[config.mk]
export PLATFORM = sky130hd
export DESIGN_NAME = uart_flow_lin_timer
export DESIGN_NICKNAME = d
export VERILOG_FILES = /design/src/rtl/uart_flow_lin_timer_pkg.sv /design/src/rtl/uart_lin_timer.sv /design/src/rtl/uart_flow_lin_timer.sv
export VERILOG_INCLUDE_DIRS = /design/src /design/src/rtl
export SDC_FILE = /design/constraint.sdc
export NUM_CORES = 1
export LEC_CHECK = 0
export BUFFER_PORTS_ARGS = -buffer_cell sky130_fd_sc_hd__buf_2
export CORE_MARGIN = 10
export CORE_UTILIZATION = 35
export CTS_BUF_LIST = sky130_fd_sc_hd__clkbuf_16
export CTS_CLUSTER_DIAMETER = 150
export CTS_CLUSTER_SIZE = 10
export DETAILED_ROUTE_END_ITERATION = 6
export SYNTH_ARGS = -nofsm -noshare
export SYNTH_HDL_FRONTEND = slang
export SYNTH_SLANG_ARGS = --single-unit
[constraint.sdc]
create_clock -name sys_clk -period 3.5 [get_ports sys_clk]
set_input_delay 0.35 -clock sys_clk [delete_from_list [all_inputs] [get_ports sys_clk]]
set_output_delay 0.35 -clock sys_clk [all_outputs]
set_load 0.02 [all_outputs]
[src/rtl/uart_flow_lin_timer_consts.svh]
// Offsets-free constants: field positions, reset values and timer codes
`ifndef UART_FLOW_LIN_TIMER_CONSTS_SVH
`define UART_FLOW_LIN_TIMER_CONSTS_SVH

// Timer mode codes
`define TMODE_WAIT_TIMEOUT   3'h2
`define TMODE_RX_IDLE        3'h3
`define TMODE_BAUD_DETECT1   3'h5
`define TMODE_BAUD_DETECT2   3'h6
`define TMODE_GENERAL        3'h7

// Flag positions in the status and clear words
`define FLAG_CTS_CHANGE      0
`define FLAG_TIMER_OVERFLOW  1
`define FLAG_BAUD_DONE       2
`define FLAG_BREAK_RECEIVED  3
`define FLAG_FRAMING_ERROR   4

// Frame shape in bit times, and the falling-edge count that ends mode 6
`define FRAME_DATA_BITS      4'h8
`define FRAME_STOP_INDEX     4'h9
`define BAUD_DETECT2_FALLS   3'h4

// Reset values
`define TIMER_RESET_VALUE    24'h00_0000
`define FLAGS_RESET_VALUE    5'h00

`endif

[src/rtl/uart_flow_lin_timer_pkg.sv]
// Types shared by the serial extension block and its timer
package uart_flow_lin_timer_pkg;

  // Event flags held by the block
  typedef struct packed {
    logic framing_error_flag;
    logic break_received_flag;
    logic baud_detect_done_flag;
    logic timer_overflow_flag;
    logic cts_change_flag;
  } flags_t;

  // One write to the flag clear register
  typedef struct packed {
    logic   strobe;
    flags_t data;
  } flag_clear_t;

  // One write to the transmit data register
  typedef struct packed {
    logic       strobe;
    logic [7:0] data;
  } tx_write_t;

  typedef enum logic [2:0] {
    TX_IDLE, TX_BREAK, TX_START, TX_DATA, TX_STOP
  } tx_state_t;

  typedef enum logic [1:0] {
    RX_IDLE, RX_BITS, RX_WAIT_HIGH
  } rx_state_t;

endpackage : uart_flow_lin_timer_pkg

[src/rtl/uart_lin_timer.sv]
// Built-in 24-bit timer with timeout, idle and bit-rate measuring modes
`timescale 1ns/100ps
`default_nettype none
`include "uart_flow_lin_timer_consts.svh"
module uart_lin_timer import uart_flow_lin_timer_pkg::*; #(
  parameter int WIDTH = 24
) (
  input  wire logic             sys_clk,
  input  wire logic             arst_n,
  input  wire logic [2:0]       timer_mode_select,
  input  wire logic             mode_write,
  input  wire logic [WIDTH-1:0] timer_reload_value,
  input  wire logic             count_clock_en,
  input  wire logic             baud_en,
  input  wire logic             rx_fall,
  input  wire logic             rx_rise,
  input  wire logic             rx_stop_bit,
  output logic [WIDTH-1:0]      timer_count,
  output logic                  overflow_pulse,
  output logic                  done_pulse
);

  logic       run_r;
  logic [2:0] falls_r;
  logic       tick;
  logic       hit;

  // Baud-clocked modes count bit times, the rest count the count clock
  always_comb begin
    tick = (timer_mode_select == `TMODE_WAIT_TIMEOUT ||
            timer_mode_select == `TMODE_RX_IDLE) ? baud_en : count_clock_en;
    hit  = run_r && tick && (timer_count == timer_reload_value);
  end

  // Run control, counter and events per mode
  always_ff @(posedge sys_clk or negedge arst_n) begin
    if (!arst_n) begin
      run_r          <= 1'b0;
      falls_r        <= 3'h0;
      timer_count    <= `TIMER_RESET_VALUE;
      overflow_pulse <= 1'b0;
      done_pulse     <= 1'b0;
    end else begin
      overflow_pulse <= 1'b0;
      done_pulse     <= 1'b0;
      if (mode_write) begin
        timer_count <= `TIMER_RESET_VALUE;
        falls_r     <= 3'h0;
        // Timeout and general modes start at once
        run_r <= (timer_mode_select == `TMODE_WAIT_TIMEOUT ||
                  timer_mode_select == `TMODE_GENERAL);
      end else begin
        case (timer_mode_select)
          `TMODE_WAIT_TIMEOUT, `TMODE_RX_IDLE: begin
            if (rx_stop_bit) begin
              run_r       <= 1'b1;
              timer_count <= `TIMER_RESET_VALUE;
            end else if (hit) begin
              run_r          <= 1'b0;
              overflow_pulse <= 1'b1;
            end else if (run_r && tick) begin
              timer_count <= timer_count + 1'b1;
            end
          end
          `TMODE_BAUD_DETECT1, `TMODE_BAUD_DETECT2: begin
            if (!run_r && rx_fall && falls_r == 3'h0) begin
              run_r       <= 1'b1;
              falls_r     <= 3'h1;
              timer_count <= `TIMER_RESET_VALUE;
            end else if (run_r &&
                         ((timer_mode_select == `TMODE_BAUD_DETECT1 &&
                           rx_rise) ||
                          (timer_mode_select == `TMODE_BAUD_DETECT2 &&
                           rx_fall &&
                           falls_r == `BAUD_DETECT2_FALLS - 3'h1))) begin
              run_r      <= 1'b0;
              falls_r    <= `BAUD_DETECT2_FALLS;
              done_pulse <= 1'b1;
            end else begin
              if (run_r && rx_fall) begin
                falls_r <= falls_r + 3'h1;
              end
              if (hit) begin
                // Wrap and keep counting so long edges still measure
                overflow_pulse <= 1'b1;
                timer_count    <= `TIMER_RESET_VALUE;
              end else if (run_r && tick) begin
                timer_count <= timer_count + 1'b1;
              end
            end
          end
          `TMODE_GENERAL: begin
            if (hit) begin
              run_r          <= 1'b0;
              overflow_pulse <= 1'b1;
            end else if (run_r && tick) begin
              timer_count <= timer_count + 1'b1;
            end
          end
          default: begin
            run_r <= 1'b0;
          end
        endcase
      end
    end
  end

endmodule : uart_lin_timer
`default_nettype wire

[src/rtl/uart_flow_lin_timer.sv]
// Serial port extension: clear-to-send gating, LIN break and sync, timer
// Summary of operation
// - Send next frame when CTS low, idle
// - CTS high finishes frame then holds off
// - Status bit mirrors CTS pin level
// - CTS change sets flag, interrupt when enabled
// - Writing zero clears the CTS change flag
// - Byte field: start, eight LSB-first, stop
// - Break write drives low count bits, clears
// - Writing 0x55 sends the sync byte
// - LIN mode enables break detection with threshold
// - Long low plus delimiter sets break flag
// - Early high cancels break detection
// - Framing error stalls receiver until high
// - Framing error also set; software clears both
// - Timer is 24-bit counter plus reload
// - Mode field selects five timer modes
// - Mode 2: wait timeout on baud clock
// - Mode 3: receive idle after stop bit
// - Mode 5: low pulse width on count clock
// - Mode 6: measure until fourth falling edge
// - Mode 7 starts at once, stops itself
// - Writing zero clears timer and break flags
`timescale 1ns/100ps
`default_nettype none
`include "uart_flow_lin_timer_consts.svh"
module uart_flow_lin_timer import uart_flow_lin_timer_pkg::*; #(
  parameter int TIMER_WIDTH = 24,
  parameter int BRK_WIDTH   = 8
) (
  input  wire logic                   sys_clk,
  input  wire logic                   arst_n,
  input  wire logic                   count_clock_en,
  input  wire logic                   baud_en,
  input  wire logic                   cts_n,
  input  wire logic                   receive_pin,
  output logic                        transmit_pin,
  input  wire logic                   clear_to_send_gate_enable,
  input  wire logic                   lin_mode,
  input  wire logic                   send_break_set,
  output logic                        send_break_request,
  input  wire logic [BRK_WIDTH-1:0]   break_length_threshold,
  input  wire tx_write_t              transmit_data_register,
  output logic                        transmit_buffer_empty,
  output logic                        transmit_busy,
  output logic [7:0]                  receive_data_register,
  input  wire logic [2:0]             timer_mode_select,
  input  wire logic                   timer_mode_write,
  input  wire logic [TIMER_WIDTH-1:0] timer_reload_value,
  output logic [TIMER_WIDTH-1:0]      timer_count,
  output logic                        cts_pin_level,
  output flags_t                      flag_status_register,
  input  wire flags_t                 interrupt_enable_register,
  input  wire flag_clear_t            flag_clear_register,
  output logic                        irq_request
);

  // Synchroniser stages; first stage is read only by the second
  logic cts_meta_r;
  logic cts_sync_r;
  logic cts_prev_r;
  logic rx_meta_r;
  logic rx_sync_r;
  logic rx_prev_r;

  // Transmit path
  tx_state_t      tx_state_r;
  logic [7:0]     tx_buf_r;
  logic           tx_full_r;
  logic [7:0]     tx_shift_r;
  logic [3:0]     tx_bit_r;
  logic [7:0]     brk_left_r;

  // Receive break detector
  rx_state_t      rx_state_r;
  logic [3:0]     rx_bit_r;
  logic [7:0]     rx_data_r;
  logic           all_low_r;
  logic [BRK_WIDTH-1:0] low_run_r;

  // Events raised this cycle
  logic rx_fall;
  logic rx_rise;
  logic cts_change;
  logic rx_stop_bit;
  logic frame_error;
  logic break_seen;
  logic timer_ovf;
  logic baud_done;
  logic cts_allows;
  logic brk_write;

  // Saturating increment shared by the low-run counter paths
  function automatic logic [BRK_WIDTH-1:0] sat_inc(
    input logic [BRK_WIDTH-1:0] v
  );
    sat_inc = (&v) ? v : v + 1'b1;
  endfunction : sat_inc

  // Flag update: a set in the same cycle as a clear wins
  function automatic logic next_flag(
    input logic cur,
    input logic set,
    input logic clr
  );
    next_flag = set | (cur & ~clr);
  endfunction : next_flag

  // Two-stage synchronisers for both pins
  always_ff @(posedge sys_clk or negedge arst_n) begin
    if (!arst_n) begin
      cts_meta_r <= 1'b1;
      cts_sync_r <= 1'b1;
      cts_prev_r <= 1'b1;
      rx_meta_r  <= 1'b1;
      rx_sync_r  <= 1'b1;
      rx_prev_r  <= 1'b1;
    end else begin
      cts_meta_r <= cts_n;
      cts_sync_r <= cts_meta_r;
      cts_prev_r <= cts_sync_r;
      rx_meta_r  <= receive_pin;
      rx_sync_r  <= rx_meta_r;
      rx_prev_r  <= rx_sync_r;
    end
  end

  // Edge and level detection only on synchronised copies
  always_comb begin
    rx_fall    = rx_prev_r & ~rx_sync_r;
    rx_rise    = ~rx_prev_r & rx_sync_r;
    cts_change = cts_prev_r ^ cts_sync_r;
    cts_allows = ~clear_to_send_gate_enable | ~cts_sync_r;
    brk_write  = transmit_data_register.strobe & lin_mode &
                 send_break_request;
  end

  assign cts_pin_level         = cts_sync_r;
  assign transmit_buffer_empty = ~tx_full_r;
  assign transmit_busy         = (tx_state_r != TX_IDLE);

  // Holding buffer; a break-length write bypasses it
  always_ff @(posedge sys_clk or negedge arst_n) begin
    if (!arst_n) begin
      tx_buf_r  <= 8'h00;
      tx_full_r <= 1'b0;
    end else if (transmit_data_register.strobe && !brk_write) begin
      tx_buf_r  <= transmit_data_register.data;
      tx_full_r <= 1'b1;
    end else if (tx_state_r == TX_IDLE && tx_full_r && cts_allows) begin
      tx_full_r <= 1'b0;
    end
  end

  // Send-break request: software sets it, end of break clears it
  always_ff @(posedge sys_clk or negedge arst_n) begin
    if (!arst_n) begin
      send_break_request <= 1'b0;
    end else if (send_break_set) begin
      send_break_request <= 1'b1;
    end else if (tx_state_r == TX_BREAK && baud_en &&
                 brk_left_r <= 8'h01) begin
      send_break_request <= 1'b0;
    end
  end

  // Transmit sequencer, one bit per baud enable
  always_ff @(posedge sys_clk or negedge arst_n) begin
    if (!arst_n) begin
      tx_state_r   <= TX_IDLE;
      tx_shift_r   <= 8'h00;
      tx_bit_r     <= 4'h0;
      brk_left_r   <= 8'h00;
      transmit_pin <= 1'b1;
    end else begin
      case (tx_state_r)
        TX_IDLE: begin
          transmit_pin <= 1'b1;
          if (brk_write) begin
            // Dominant level starts at once, not on a bit boundary
            brk_left_r   <= transmit_data_register.data;
            transmit_pin <= 1'b0;
            tx_state_r   <= TX_BREAK;
          end else if (tx_full_r && cts_allows) begin
            // A high CTS only blocks here, never mid-frame
            tx_shift_r <= tx_buf_r;
            tx_state_r <= TX_START;
          end
        end
        TX_BREAK: begin
          if (baud_en) begin
            brk_left_r <= brk_left_r - 8'h01;
            if (brk_left_r <= 8'h01) begin
              transmit_pin <= 1'b1;
              tx_state_r   <= TX_IDLE;
            end
          end
        end
        TX_START: begin
          if (baud_en) begin
            transmit_pin <= 1'b0;
            tx_bit_r     <= 4'h0;
            tx_state_r   <= TX_DATA;
          end
        end
        TX_DATA: begin
          if (baud_en) begin
            transmit_pin <= tx_shift_r[0];
            tx_shift_r   <= {1'b0, tx_shift_r[7:1]};
            tx_bit_r     <= tx_bit_r + 4'h1;
            if (tx_bit_r == `FRAME_DATA_BITS - 4'h1) begin
              tx_state_r <= TX_STOP;
            end
          end
        end
        TX_STOP: begin
          if (baud_en) begin
            transmit_pin <= 1'b1;
            tx_state_r   <= TX_IDLE;
          end
        end
        default: begin
          tx_state_r <= TX_IDLE;
        end
      endcase
    end
  end

  // Receive detector: frame sampling and break search
  always_ff @(posedge sys_clk or negedge arst_n) begin
    if (!arst_n) begin
      rx_state_r            <= RX_IDLE;
      rx_bit_r              <= 4'h0;
      rx_data_r             <= 8'h00;
      all_low_r             <= 1'b0;
      low_run_r             <= '0;
      rx_stop_bit           <= 1'b0;
      frame_error           <= 1'b0;
      break_seen            <= 1'b0;
      receive_data_register <= 8'h00;
    end else begin
      rx_stop_bit <= 1'b0;
      frame_error <= 1'b0;
      break_seen  <= 1'b0;
      case (rx_state_r)
        RX_IDLE: begin
          if (rx_fall) begin
            rx_state_r <= RX_BITS;
            rx_bit_r   <= 4'h0;
            all_low_r  <= 1'b1;
            low_run_r  <= '0;
          end
        end
        RX_BITS: begin
          if (baud_en) begin
            rx_bit_r <= rx_bit_r + 4'h1;
            if (rx_sync_r) begin
              all_low_r <= 1'b0;
            end else if (all_low_r) begin
              low_run_r <= sat_inc(low_run_r);
            end
            if (rx_bit_r != 4'h0 && rx_bit_r != `FRAME_STOP_INDEX) begin
              rx_data_r <= {rx_sync_r, rx_data_r[7:1]};
            end
            if (rx_bit_r == `FRAME_STOP_INDEX) begin
              receive_data_register <= rx_data_r;
              if (rx_sync_r) begin
                rx_stop_bit <= 1'b1;
                rx_state_r  <= RX_IDLE;
              end else begin
                // Receiver stalls until the line returns high
                frame_error <= 1'b1;
                rx_state_r  <= RX_WAIT_HIGH;
              end
            end
          end
        end
        RX_WAIT_HIGH: begin
          if (baud_en) begin
            if (rx_sync_r) begin
              // Delimiter after a long enough low is a break
              break_seen <= lin_mode && all_low_r &&
                            (low_run_r >= break_length_threshold);
              rx_state_r <= RX_IDLE;
            end else if (all_low_r) begin
              low_run_r <= sat_inc(low_run_r);
            end
          end
        end
        default: begin
          rx_state_r <= RX_IDLE;
        end
      endcase
    end
  end

  // Built-in timer
  uart_lin_timer #(
    .WIDTH (TIMER_WIDTH)
  ) u_timer (
    .sys_clk            (sys_clk),
    .arst_n             (arst_n),
    .timer_mode_select  (timer_mode_select),
    .mode_write         (timer_mode_write),
    .timer_reload_value (timer_reload_value),
    .count_clock_en     (count_clock_en),
    .baud_en            (baud_en),
    .rx_fall            (rx_fall),
    .rx_rise            (rx_rise),
    .rx_stop_bit        (rx_stop_bit),
    .timer_count        (timer_count),
    .overflow_pulse     (timer_ovf),
    .done_pulse         (baud_done)
  );

  // Sticky flags; clearing is by writing zero to the bit
  always_ff @(posedge sys_clk or negedge arst_n) begin
    if (!arst_n) begin
      flag_status_register <= `FLAGS_RESET_VALUE;
    end else begin
      flag_status_register.cts_change_flag <= next_flag(
        flag_status_register.cts_change_flag, cts_change,
        flag_clear_register.strobe &
        ~flag_clear_register.data.cts_change_flag);
      flag_status_register.timer_overflow_flag <= next_flag(
        flag_status_register.timer_overflow_flag, timer_ovf,
        flag_clear_register.strobe &
        ~flag_clear_register.data.timer_overflow_flag);
      flag_status_register.baud_detect_done_flag <= next_flag(
        flag_status_register.baud_detect_done_flag, baud_done,
        flag_clear_register.strobe &
        ~flag_clear_register.data.baud_detect_done_flag);
      flag_status_register.break_received_flag <= next_flag(
        flag_status_register.break_received_flag, break_seen,
        flag_clear_register.strobe &
        ~flag_clear_register.data.break_received_flag);
      flag_status_register.framing_error_flag <= next_flag(
        flag_status_register.framing_error_flag, frame_error,
        flag_clear_register.strobe &
        ~flag_clear_register.data.framing_error_flag);
    end
  end

  // Enabled flags request service
  assign irq_request = |(flag_status_register &
                         interrupt_enable_register);

endmodule : uart_flow_lin_timer
`default_nettype wire

==> results.toml, run 1 <==
[timing]
skew_ps = 8.63
setup-violations-final = 0
relSlewSlack_pct = 28.3
hold_violations = 0
tightest_slew_ps = 1080
period_share_pct = 71.2
tns_ps = 0
fmax_mhz = 401
finalMaxSlewViolations = 0
fin_crit_ps = 2490
rsz0062_at_grt = "no"

[yosys]
netlist-cell-type-count = 82
synthTopCellsByArea = "dfrtp_1, mux2_2, ha_1"
synth-edff-count = 0
yosys_warnings = 0
netlist_area_sq_mm = 0.00633
async_flop_share_pct = 100
synth_top_area_share_pct = 40.3
ys.flop_type = "dfrtp_1"
synth_cells = 645
yosysTopAreaCell = "dfrtp_1"
avgSynthCellArea_sq_um = 9.82
synth_seq_cells = 109
syn-num-nets = 732
ys_seq_area_share_pct = 43.2
synth_common_cells = "dfrtp_1, nand2_1, o21ai_0"
yosysMostFrequentCell = "dfrtp_1"

[clock_network]
hold_buffers = 0
cts_tree = "done"
clkLatencyLatePin_ps = 360
clkTransAtPathRegs_ps = 80
cts_resized = 0
cts_buffers = 9
cts_max_path_buffers = 2
htree_levels = 3
clock_sinks = 109
cts_setup_buffers = 0
cts-root-buf = "clkbuf_16"

[layout]
nets = 830
drive_above_1_share_pct = 26.1
fill_cells = 1786
fin_area_sq_mm = 0.00735
multi_input_area_sq_mm = 0.00333
regArea_sq_mm = 0.00274
antenna_cells = 0
area_growth_pct = 16.0

[routing]
via_per_inst = 5.23
drc = 0
drt-pass1-iter-count = 5
drt-wirelength-per-cell_um = 16.0
drtIter0Drc = 281
drt_wl_total_mm = 15.7
ant_nets = 0
vias = 5106

[critical_path]
rr_worst_depth = 8
cpPeakStageDelay_ps = 570
crit_path_cell_trace = "ha_1 -> ha_1 -> nand4b_1 -> o22ai_2 -> o21bai_4 -> o2111ai_2 -> or4_1 -> a21oi_2"
critPathBufInv = 0
r2r_start = "u_timer.falls_r[1]"
endpoint_kind = "flop"
crit_path_top_delay_cell = "or4_1"
startpoint_type = "flop"
crit_fanout = 14
cp.arrival_ps = 2780
path_class = "flop to flop"
rr_endpoint = "u_timer.timer_count[23]"
crit_family = "compound AO/OA/AOI/OAI gates"
worstPathRequired_ps = 3790
r2r_setup_slack_ps = 1010
crit_cells = 8
crit_top_cell = "ha_1"

[global_routing]
grt_busiest_layer = "met2"
grt_pass1_vias = 5059
grt_pass1_wl_mm = 25.7
gr-usage-met3_pct = 4.33
grt_start_max_net_pins = 70
use_met1_pct = 16.4
grtUsageTotal_pct = 13.0
grt_overflow_total = 0
met2_usage_pct = 21.0
antenna_found_initial = 0

[hold_path]
hp-class = "primary input to flop"
min_from = "cts_n"
hold_depth = 1
holdPathEnd = "cts_meta_r"

[floorplanning]
die_h_um = 155
die-area_sq_mm = 0.0239
coreArea_sq_mm = 0.0179
die_x_um = 155
start_util_pct = 35.4
num_rows = 49
io_pins = 108

[power_and_ir_drop]
p_leak_nw = 3.36
p_comb_share_pct = 29.7
sw_frac_of_total_pct = 36.0
peakVddDrop_v = 0.000313
clockPowerShare_pct = 25.7
powerDensity_mw_per_mm2 = 534
internal_power_mw = 2.51
seqPwrFrac_pct = 44.6
power.switching_mw = 1.41

[outcome]
outcome = "completed"

[placement]
port_buffers = 107
gp_congestion = 0.830
detailed_place_hpwl_mm = 11.6
place_area_sq_mm = 0.00706

[flow_run]
max-cap-violations = 0
[sequential cells by signal (all words and copies together) (netlist names), 2 cells and up]
signal,count
receive_data_register,8
rx_state_r,2
tx_shift_r,8
u_timer.falls_r,3
tx_state_r,3
tx_buf_r,8
brk_left_r,8
low_run_r,8
flag_status_register,5
tx_bit_r,4
u_timer.timer_count,24
rx_data_r,8
rx_bit_r,4
[kinds of logic (layout without fill, tap and decap cells)]
kind of cell / after synthesis / count (layout) / synth area share [%]
AND/OR/NAND/NOR: 222 / 222 / 19.5
flip-flops: 109 / 109 / 43.2
multiplexers: 35 / 35 / 6.22
AO/OA/AOI/OAI: 163 / 163 / 17.6
buffers and inverters: 59 / 162 / 4.29
XOR/XNOR: 34 / 34 / 4.70
adder cells (fa/ha/maj): 23 / 23 / 4.50
[cell type report]
type                            count  area share, %
Sequential cell                   109           37.3
Multi-Input combinational cell    477           45.3
Tap cell                          229           3.90
Inverter                           35           1.79
Clock buffer                        9           3.07
Clock inverter                      7          0.801
Timing Repair Buffer              111           7.90
[worst max-delay path by stage]
stage,startpoint,end,slack (ps)
2_1_floorplan,u_timer.timer_count[6],u_timer.run_r,1400
5_1_grt,u_timer.falls_r[0],u_timer.timer_count[23],830
3_3_place_gp,u_timer.falls_r[1],u_timer.timer_count[23],1090
4_1_cts,u_timer.falls_r[1],u_timer.timer_count[23],1020
6_report,u_timer.falls_r[1],u_timer.timer_count[23],1010
3_5_place_dp,u_timer.falls_r[1],u_timer.timer_count[23],1040
[placed cells by master (no fill, tap or decap), types with 16 or more instances in the layout]
master | netlist | layout
buf_2 | 10 | 106
dfrtp_1 | 102 | 102
nand2_1 | 51 | 51
o21ai_0 | 44 | 44
nor2_1 | 43 | 43
inv_1 | 35 | 35
a21oi_1 | 32 | 32
mux2_2 | 25 | 25
ha_1 | 22 | 22
nor3_1 | 19 | 19
xor2_1 | 18 | 18
nand3_1 | 18 | 18
xnor2_1 | 16 | 16
nand4_1 | 16 | 16
[per-layer routing]
layer | wire length (um) | vias to the layer above | part of all wire (%)
met5 | 0 | - | 0
met4 | 57 | 0 | 0.36
met3 | 904 | 2 | 5.8
met2 | 7480 | 93 | 48
li1 | - | 2544 | -
met1 | 7220 | 2467 | 46
[power by group through the flow]
stage	logic [mW]	clock network (mW)	registers (mW)
6_report	1.17	1.01	1.75
5_1_grt	1.31	1.09	1.79
3_3_place_gp	1.16	0	1.77
3_5_place_dp	1.17	0	1.77
2_1_floorplan	0.884	0	1.71
4_1_cts	1.18	1.05	1.75
[worst reg2reg max path, delay by kind of cell, from the launching register on]
kind | cells | cell delay, ps
AO/OA/AOI/OAI | 4 | 960
adder cells (fa/ha/maj) | 2 | 370
flip-flops | 1 | 400
AND/OR/NAND/NOR | 2 | 700
[stage by stage]
step / cells / setup slack, ps / utilization, % / power [mW] / hold slack, ps
2_1_floorplan: 645 / 1400 / - / 2.59 / 54.4
3_3_place_gp: 961 / 1090 / 39.4 / 2.92 / 345
3_5_place_dp: 961 / 1040 / 39.4 / 2.94 / 347
4_1_cts: 977 / 1020 / 41.0 / 3.97 / 69.5
5_1_grt: 977 / 825 / 41.0 / 4.20 / 67.4
6_report: 977 / 1010 / 41.0 / 3.92 / 89.9
No activity file was read; power rests on OpenSTA's default activity.
==> inputs of run 2 (changes only) <==
ABC_AREA = 1   (was unset)
clock period = 2.1 ns   (was 3.5 ns; I/O delays follow)
==> run 2 against run 1 <==
Effect of this change:
- sequential share of layout area fell by 2.0 points
- synthesized area rose by 2.7%
- cell count rose by 26%
- sequential cell count did not move
- via count rose by 14%
- non-clock buffer count rose by 19
- register-to-register slack got worse by 870 ps
- hold slack got worse by 64 ps
==> results.toml, run 2 <==
[yosys]
synth_seq_cells = 109
synth_cells = 866
avgSynthCellArea_sq_um = 7.52
yosysTopAreaCell = "dfrtp_1"
yosys_warnings = 0
ys_seq_area_share_pct = 42.0
async_flop_share_pct = 100
netlist-cell-type-count = 48
syn-num-nets = 953
netlist_area_sq_mm = 0.00651
yosysMostFrequentCell = "nand2_1"
synthTopCellsByArea = "dfrtp_1, nand2_1, inv_1"
synth_common_cells = "nand2_1, inv_1, dfrtp_1"
synth-edff-count = 0
synth_top_area_share_pct = 39.2
ys.flop_type = "dfrtp_1"

[critical_path]
endpoint_kind = "flop"
crit_path_top_delay_cell = "dfrtp_1"
r2r_setup_slack_ps = 140
startpoint_type = "flop"
cpPeakStageDelay_ps = 360
path_class = "flop to flop"
worstPathRequired_ps = 2380
cp.arrival_ps = 2240
crit_family = "simple AND/OR/NAND/NOR gates"
crit_fanout = 8
crit_path_cell_trace = "inv_1 -> ha_4 -> nand2_1 -> nor3_1 -> o21ai_0 -> o21ai_0 -> nand2_2 -> inv_1 -> nand3_1 -> nor2_2 -> a21oi_1 -> nor3_1"
critPathBufInv = 2

[layout]
antenna_cells = 0
final_cell_mix = "nand2_1, inv_1, buf_2"
final_cells = 1230
fill_cells = 1877
area_growth_pct = 19.6
drive_above_1_share_pct = 21.6
fin_area_sq_mm = 0.00779
largest_register_ff_count = 24
mostFrequentLayoutCell = "nand2_1"
nets = 1083
largest-register = "u_timer.timer_count"

[routing]
drt-pass1-iter-count = 5
drtIter0Drc = 346
vias = 5813
via_per_inst = 4.73
ant_nets = 0
drt_wl_total_mm = 17.1
drt-wirelength-per-cell_um = 13.9
drc = 0

[placement]
port_buffers = 107
dp_slack_ps = 44.3
place_area_sq_mm = 0.00743
detailed_place_hpwl_mm = 13.6
placedCellCount = 1211
gp_congestion = 0.892

[global_routing]
grtUsageTotal_pct = 14.2
grt_overflow_total = 0
grt_pass1_vias = 5672
grt_pass1_wl_mm = 28.6
antenna_found_initial = 0
grt_start_max_net_pins = 48

[timing]
finalMaxSlewViolations = 0
skew_ps = 12.7
relSlewSlack_pct = 66.3
period_share_pct = 93.4
setup-violations-final = 0
fin_ws_ps = 139
fmax_mhz = 510
tightest_slew_ps = 502
fin_crit_ps = 1960
tns_ps = 0
rsz0062_at_grt = "yes"
hold_violations = 0

[power_and_ir_drop]
p_leak_nw = 3.97
powerDensity_mw_per_mm2 = 882
peakVddDrop_v = 0.000529

[clock_network]
htree_levels = 3
cts_max_path_buffers = 2
clkLatencyLatePin_ps = 360
cts-root-buf = "clkbuf_16"
cts_buffers = 9
cts_setup_buffers = 0
cts_tree = "done"
clkTransAtPathRegs_ps = 80
clock_sinks = 109

[flow_run]
max-cap-violations = 0

[floorplanning]
num_rows = 49
die_h_um = 156
die_x_um = 156
die-area_sq_mm = 0.0245
io_pins = 108
start_util_pct = 35.9
coreArea_sq_mm = 0.0181

[hold_path]
hp-class = "primary input to flop"

[outcome]
outcome = "completed"
==> run 2: path summary, 6_finish.rpt <==
kind                                      from                 end  depth (start not counted)
worst max-delay path             rx_state_r[1]        low_run_r[7]                         12
worst min-delay path            send_break_set  send_break_request                          2
worst max register to register   rx_state_r[1]        low_run_r[7]                         12
worst min register to register       rx_meta_r           rx_sync_r                          0
max in group asynchronous               arst_n           rx_prev_r                          3
min in group asynchronous               arst_n        rx_data_r[4]                          2
==> run 2: logic make-up (layout without fill, tap and decap cells) <==
logic type / after synthesis / count (layout) / share of synthesized area [%]
buf+inv: 165 / 300 / 9.96
compound gates: 137 / 137 / 11.7
mux: 5 / 5 / 0.865
flops: 109 / 109 / 42.0
xor+xnor: 21 / 21 / 2.83
fa+ha+maj: 22 / 22 / 4.23
simple gates: 407 / 407 / 28.4
==> run 2: cell type report <==
class                      instances  area (sq um)  share of cell area [%]
clock inverter                     7          56.3                   0.723
inverter                         154           586                    7.52
timing repair buffer             130           731                    9.38
clock buffer                       9           225                    2.89
sequential                       109          2740                    35.2
multi-input combinational        592          3160                    40.6
tap                              229           287                    3.68
==> run 2: report_power, final <==
group	switching (mW)	total, mW	internal, mW
Clock	0.826	1.65	0.825
Sequential	0.298	2.84	2.54
Combinational	1.52	2.38	0.854
Total	2.65	6.87	4.22
==> run 2: metal layers <==
layer  up-vias  global-route usage [%]  part of all wire, %
met3        21                    2.66                  4.6
met1      2647                    19.7                   49
met5         -                       0                    0
met2       123                    21.8                   45
met4         0                    4.90                  1.6
li1       3022                       -                    -
==> run 2: what timing repair did <==
item / CTS / global route
gates resized for setup: 0 / 14
endpoints found under the hold margin: 30 / 0
endpoints found under the setup margin: 0 / 23
hold buffers: 3 / 0
==> run 2: through the flow <==
step | hold slack, ps | utilization, % | power (mW)
floorplan | -85.6 | - | 4.50
global placement | 207 | 41.0 | 5.14
detailed placement | 198 | 41.0 | 5.20
CTS | 13.5 | 42.7 | 6.91
global route | 35.9 | 42.9 | 7.45
finish | 25.9 | 42.9 | 6.87
==> inputs of run 3 (changes only) <==
HOLD_SLACK_MARGIN = 0.12   (was unset)
==> run 3 against run 2 <==
Effect of this change:
- first-iteration DRC count rose by 2.9%
- routed wire length rose by 0.65%
- final area rose by 1.2%
- non-clock buffer count rose by 9
- register-to-register slack barely moved
- setup slack improved by 1.9 ps
- critical path depth did not move
- clock power barely moved
- hold slack improved by 110 ps
- total power rose by 0.26%
- core utilization rose by 0.50 points
- cell count rose by 0.73%
- critical path type unchanged
==> results.toml, run 3 (synthesis results as in run 2) <==
[power_and_ir_drop]
powerDensity_mw_per_mm2 = 874
finalPower_mw = 6.89
p_leak_nw = 4.00
peakVddDrop_v = 0.000546

[routing]
drt_wl_total_mm = 17.2
vias = 5829
drt-wirelength-per-cell_um = 13.9
via_per_inst = 4.70
drc = 0
drt-pass1-iter-count = 5
drtIter0Drc = 356
ant_nets = 0
routed-wl-met3_um = 768
topRoutingLayerUsed = "met4"
met1_length_mm = 8.46
met2WireLength_mm = 7.73

[critical_path]
startpoint = "rx_state_r[1]"
crit_path_cell_trace = "inv_1 -> ha_4 -> nand2_1 -> nor3_1 -> o21ai_0 -> o21ai_0 -> nand2_2 -> inv_1 -> nand3_1 -> nor2_2 -> a21oi_1 -> nor3_1"
rr_worst_depth = 12
rr_endpoint = "low_run_r[7]"
worstPathRequired_ps = 2380
crit_fanout = 8
path_class = "flop to flop"
r2r_start = "rx_state_r[1]"
r2r_setup_slack_ps = 140
endpoint_kind = "flop"
startpoint_type = "flop"
cp.arrival_ps = 2240
crit_path_top_delay_cell = "dfrtp_1"
cpPeakStageDelay_ps = 360

[timing]
tightest_slew_ps = 506
fmax_mhz = 510
finalMaxSlewViolations = 0
skew_ps = 13.5
fin_crit_ps = 1960
relSlewSlack_pct = 66.0
period_share_pct = 93.3
setup-violations-final = 0
whs_ps = 136
tns_ps = 0
rsz0062_at_grt = "yes"
hold_violations = 0

[clock_network]
clock_sinks = 109
htree_levels = 3
cts_buffers = 9
clkLatencyLatePin_ps = 360
cts_max_path_buffers = 2
clkTransAtPathRegs_ps = 80
cts-root-buf = "clkbuf_16"
cts_tree = "done"

[floorplanning]
start_util_pct = 35.9
num_rows = 49
coreArea_sq_mm = 0.0181
die_h_um = 156
io_pins = 108
die-area_sq_mm = 0.0245
die_x_um = 156

[layout]
fin_util_pct = 43.4
final_cell_mix = "nand2_1, inv_1, buf_2"
area_growth_pct = 21.0
mostFrequentLayoutCell = "nand2_1"
largest_register_ff_count = 24
nets = 1092
drive_above_1_share_pct = 21.4
fin_area_sq_mm = 0.00788
antenna_cells = 0
largest-register = "u_timer.timer_count"

[global_routing]
grt_pass1_vias = 5724
grt_pass1_wl_mm = 28.8
antenna_found_initial = 0
grt_start_max_net_pins = 48
grtUsageTotal_pct = 14.3
grt_overflow_total = 0

[hold_path]
min_from = "transmit_data_register[1]"
holdPathEnd = "tx_buf_r[1]"
hold_depth = 2
hp-class = "primary input to flop"

[placement]
port_buffers = 107
detailed_place_hpwl_mm = 13.6
gp_congestion = 0.892
place_area_sq_mm = 0.00743

[outcome]
outcome = "completed"

[flow_run]
max-cap-violations = 0
run 3: changes by cell type in the layout (fill, tap and decap cells not counted), sizes merged:
cell / before / now
dlygate4sd3: 3 / 12
run 3: cell type report:
type,instances,area [sq um]
Fill cell,1861,10300
Multi-Input combinational cell,592,3160
Sequential cell,109,2740
Timing Repair Buffer,139,821
Inverter,154,586
Tap cell,229,287
Clock buffer,9,225
Clock inverter,7,56.3
run 3: worst max-delay path by stage:
stage                               to  slack (ps)  depth (start not counted)
2_1_floorplan  u_timer.timer_count[20]         290                         11
3_3_place_gp   u_timer.timer_count[22]          40                         10
3_5_place_dp   u_timer.timer_count[20]          40                         11
4_1_cts        u_timer.timer_count[20]          30                         11
5_1_grt                   low_run_r[5]         -20                         11
6_report                  low_run_r[7]         140                         12
run 3: repair_timing:
item	in CTS	in global routing
hold buffers	12	0
gates resized for setup	0	14
endpoints found under the setup margin	0	23
endpoints found under the hold margin	39	0
buffers inserted	0	0
run 3: layer usage:
metal / vias up / GRT usage (%)
li1: 3041 / -
met5: - / 0
met1: 2654 / 19.8
met3: 17 / 2.55
met2: 117 / 22.1
met4: 0 / 4.90
run 3: metrics by stage:
step                      setup slack [ps]  cells
after floorplan                        294    866
after global placement                43.2   1211
after detailed placement              44.3   1211
after CTS                             33.5   1239
after global routing                 -23.9   1239
final                                  141   1239
run 3: power by group:
group          switching [mW]  internal (mW)
combinational            1.52          0.865
sequential              0.298           2.54
clock                   0.832          0.825
run 3: critical path, delay by kind of cell (launching register included):
family / cells / cell delay (ps)
DFF: 1 / 360
AOI/OAI and AO/OA: 3 / 290
and+or+nand+nor: 6 / 710
adders and majority gates: 1 / 300
buffers and inverters: 2 / 220
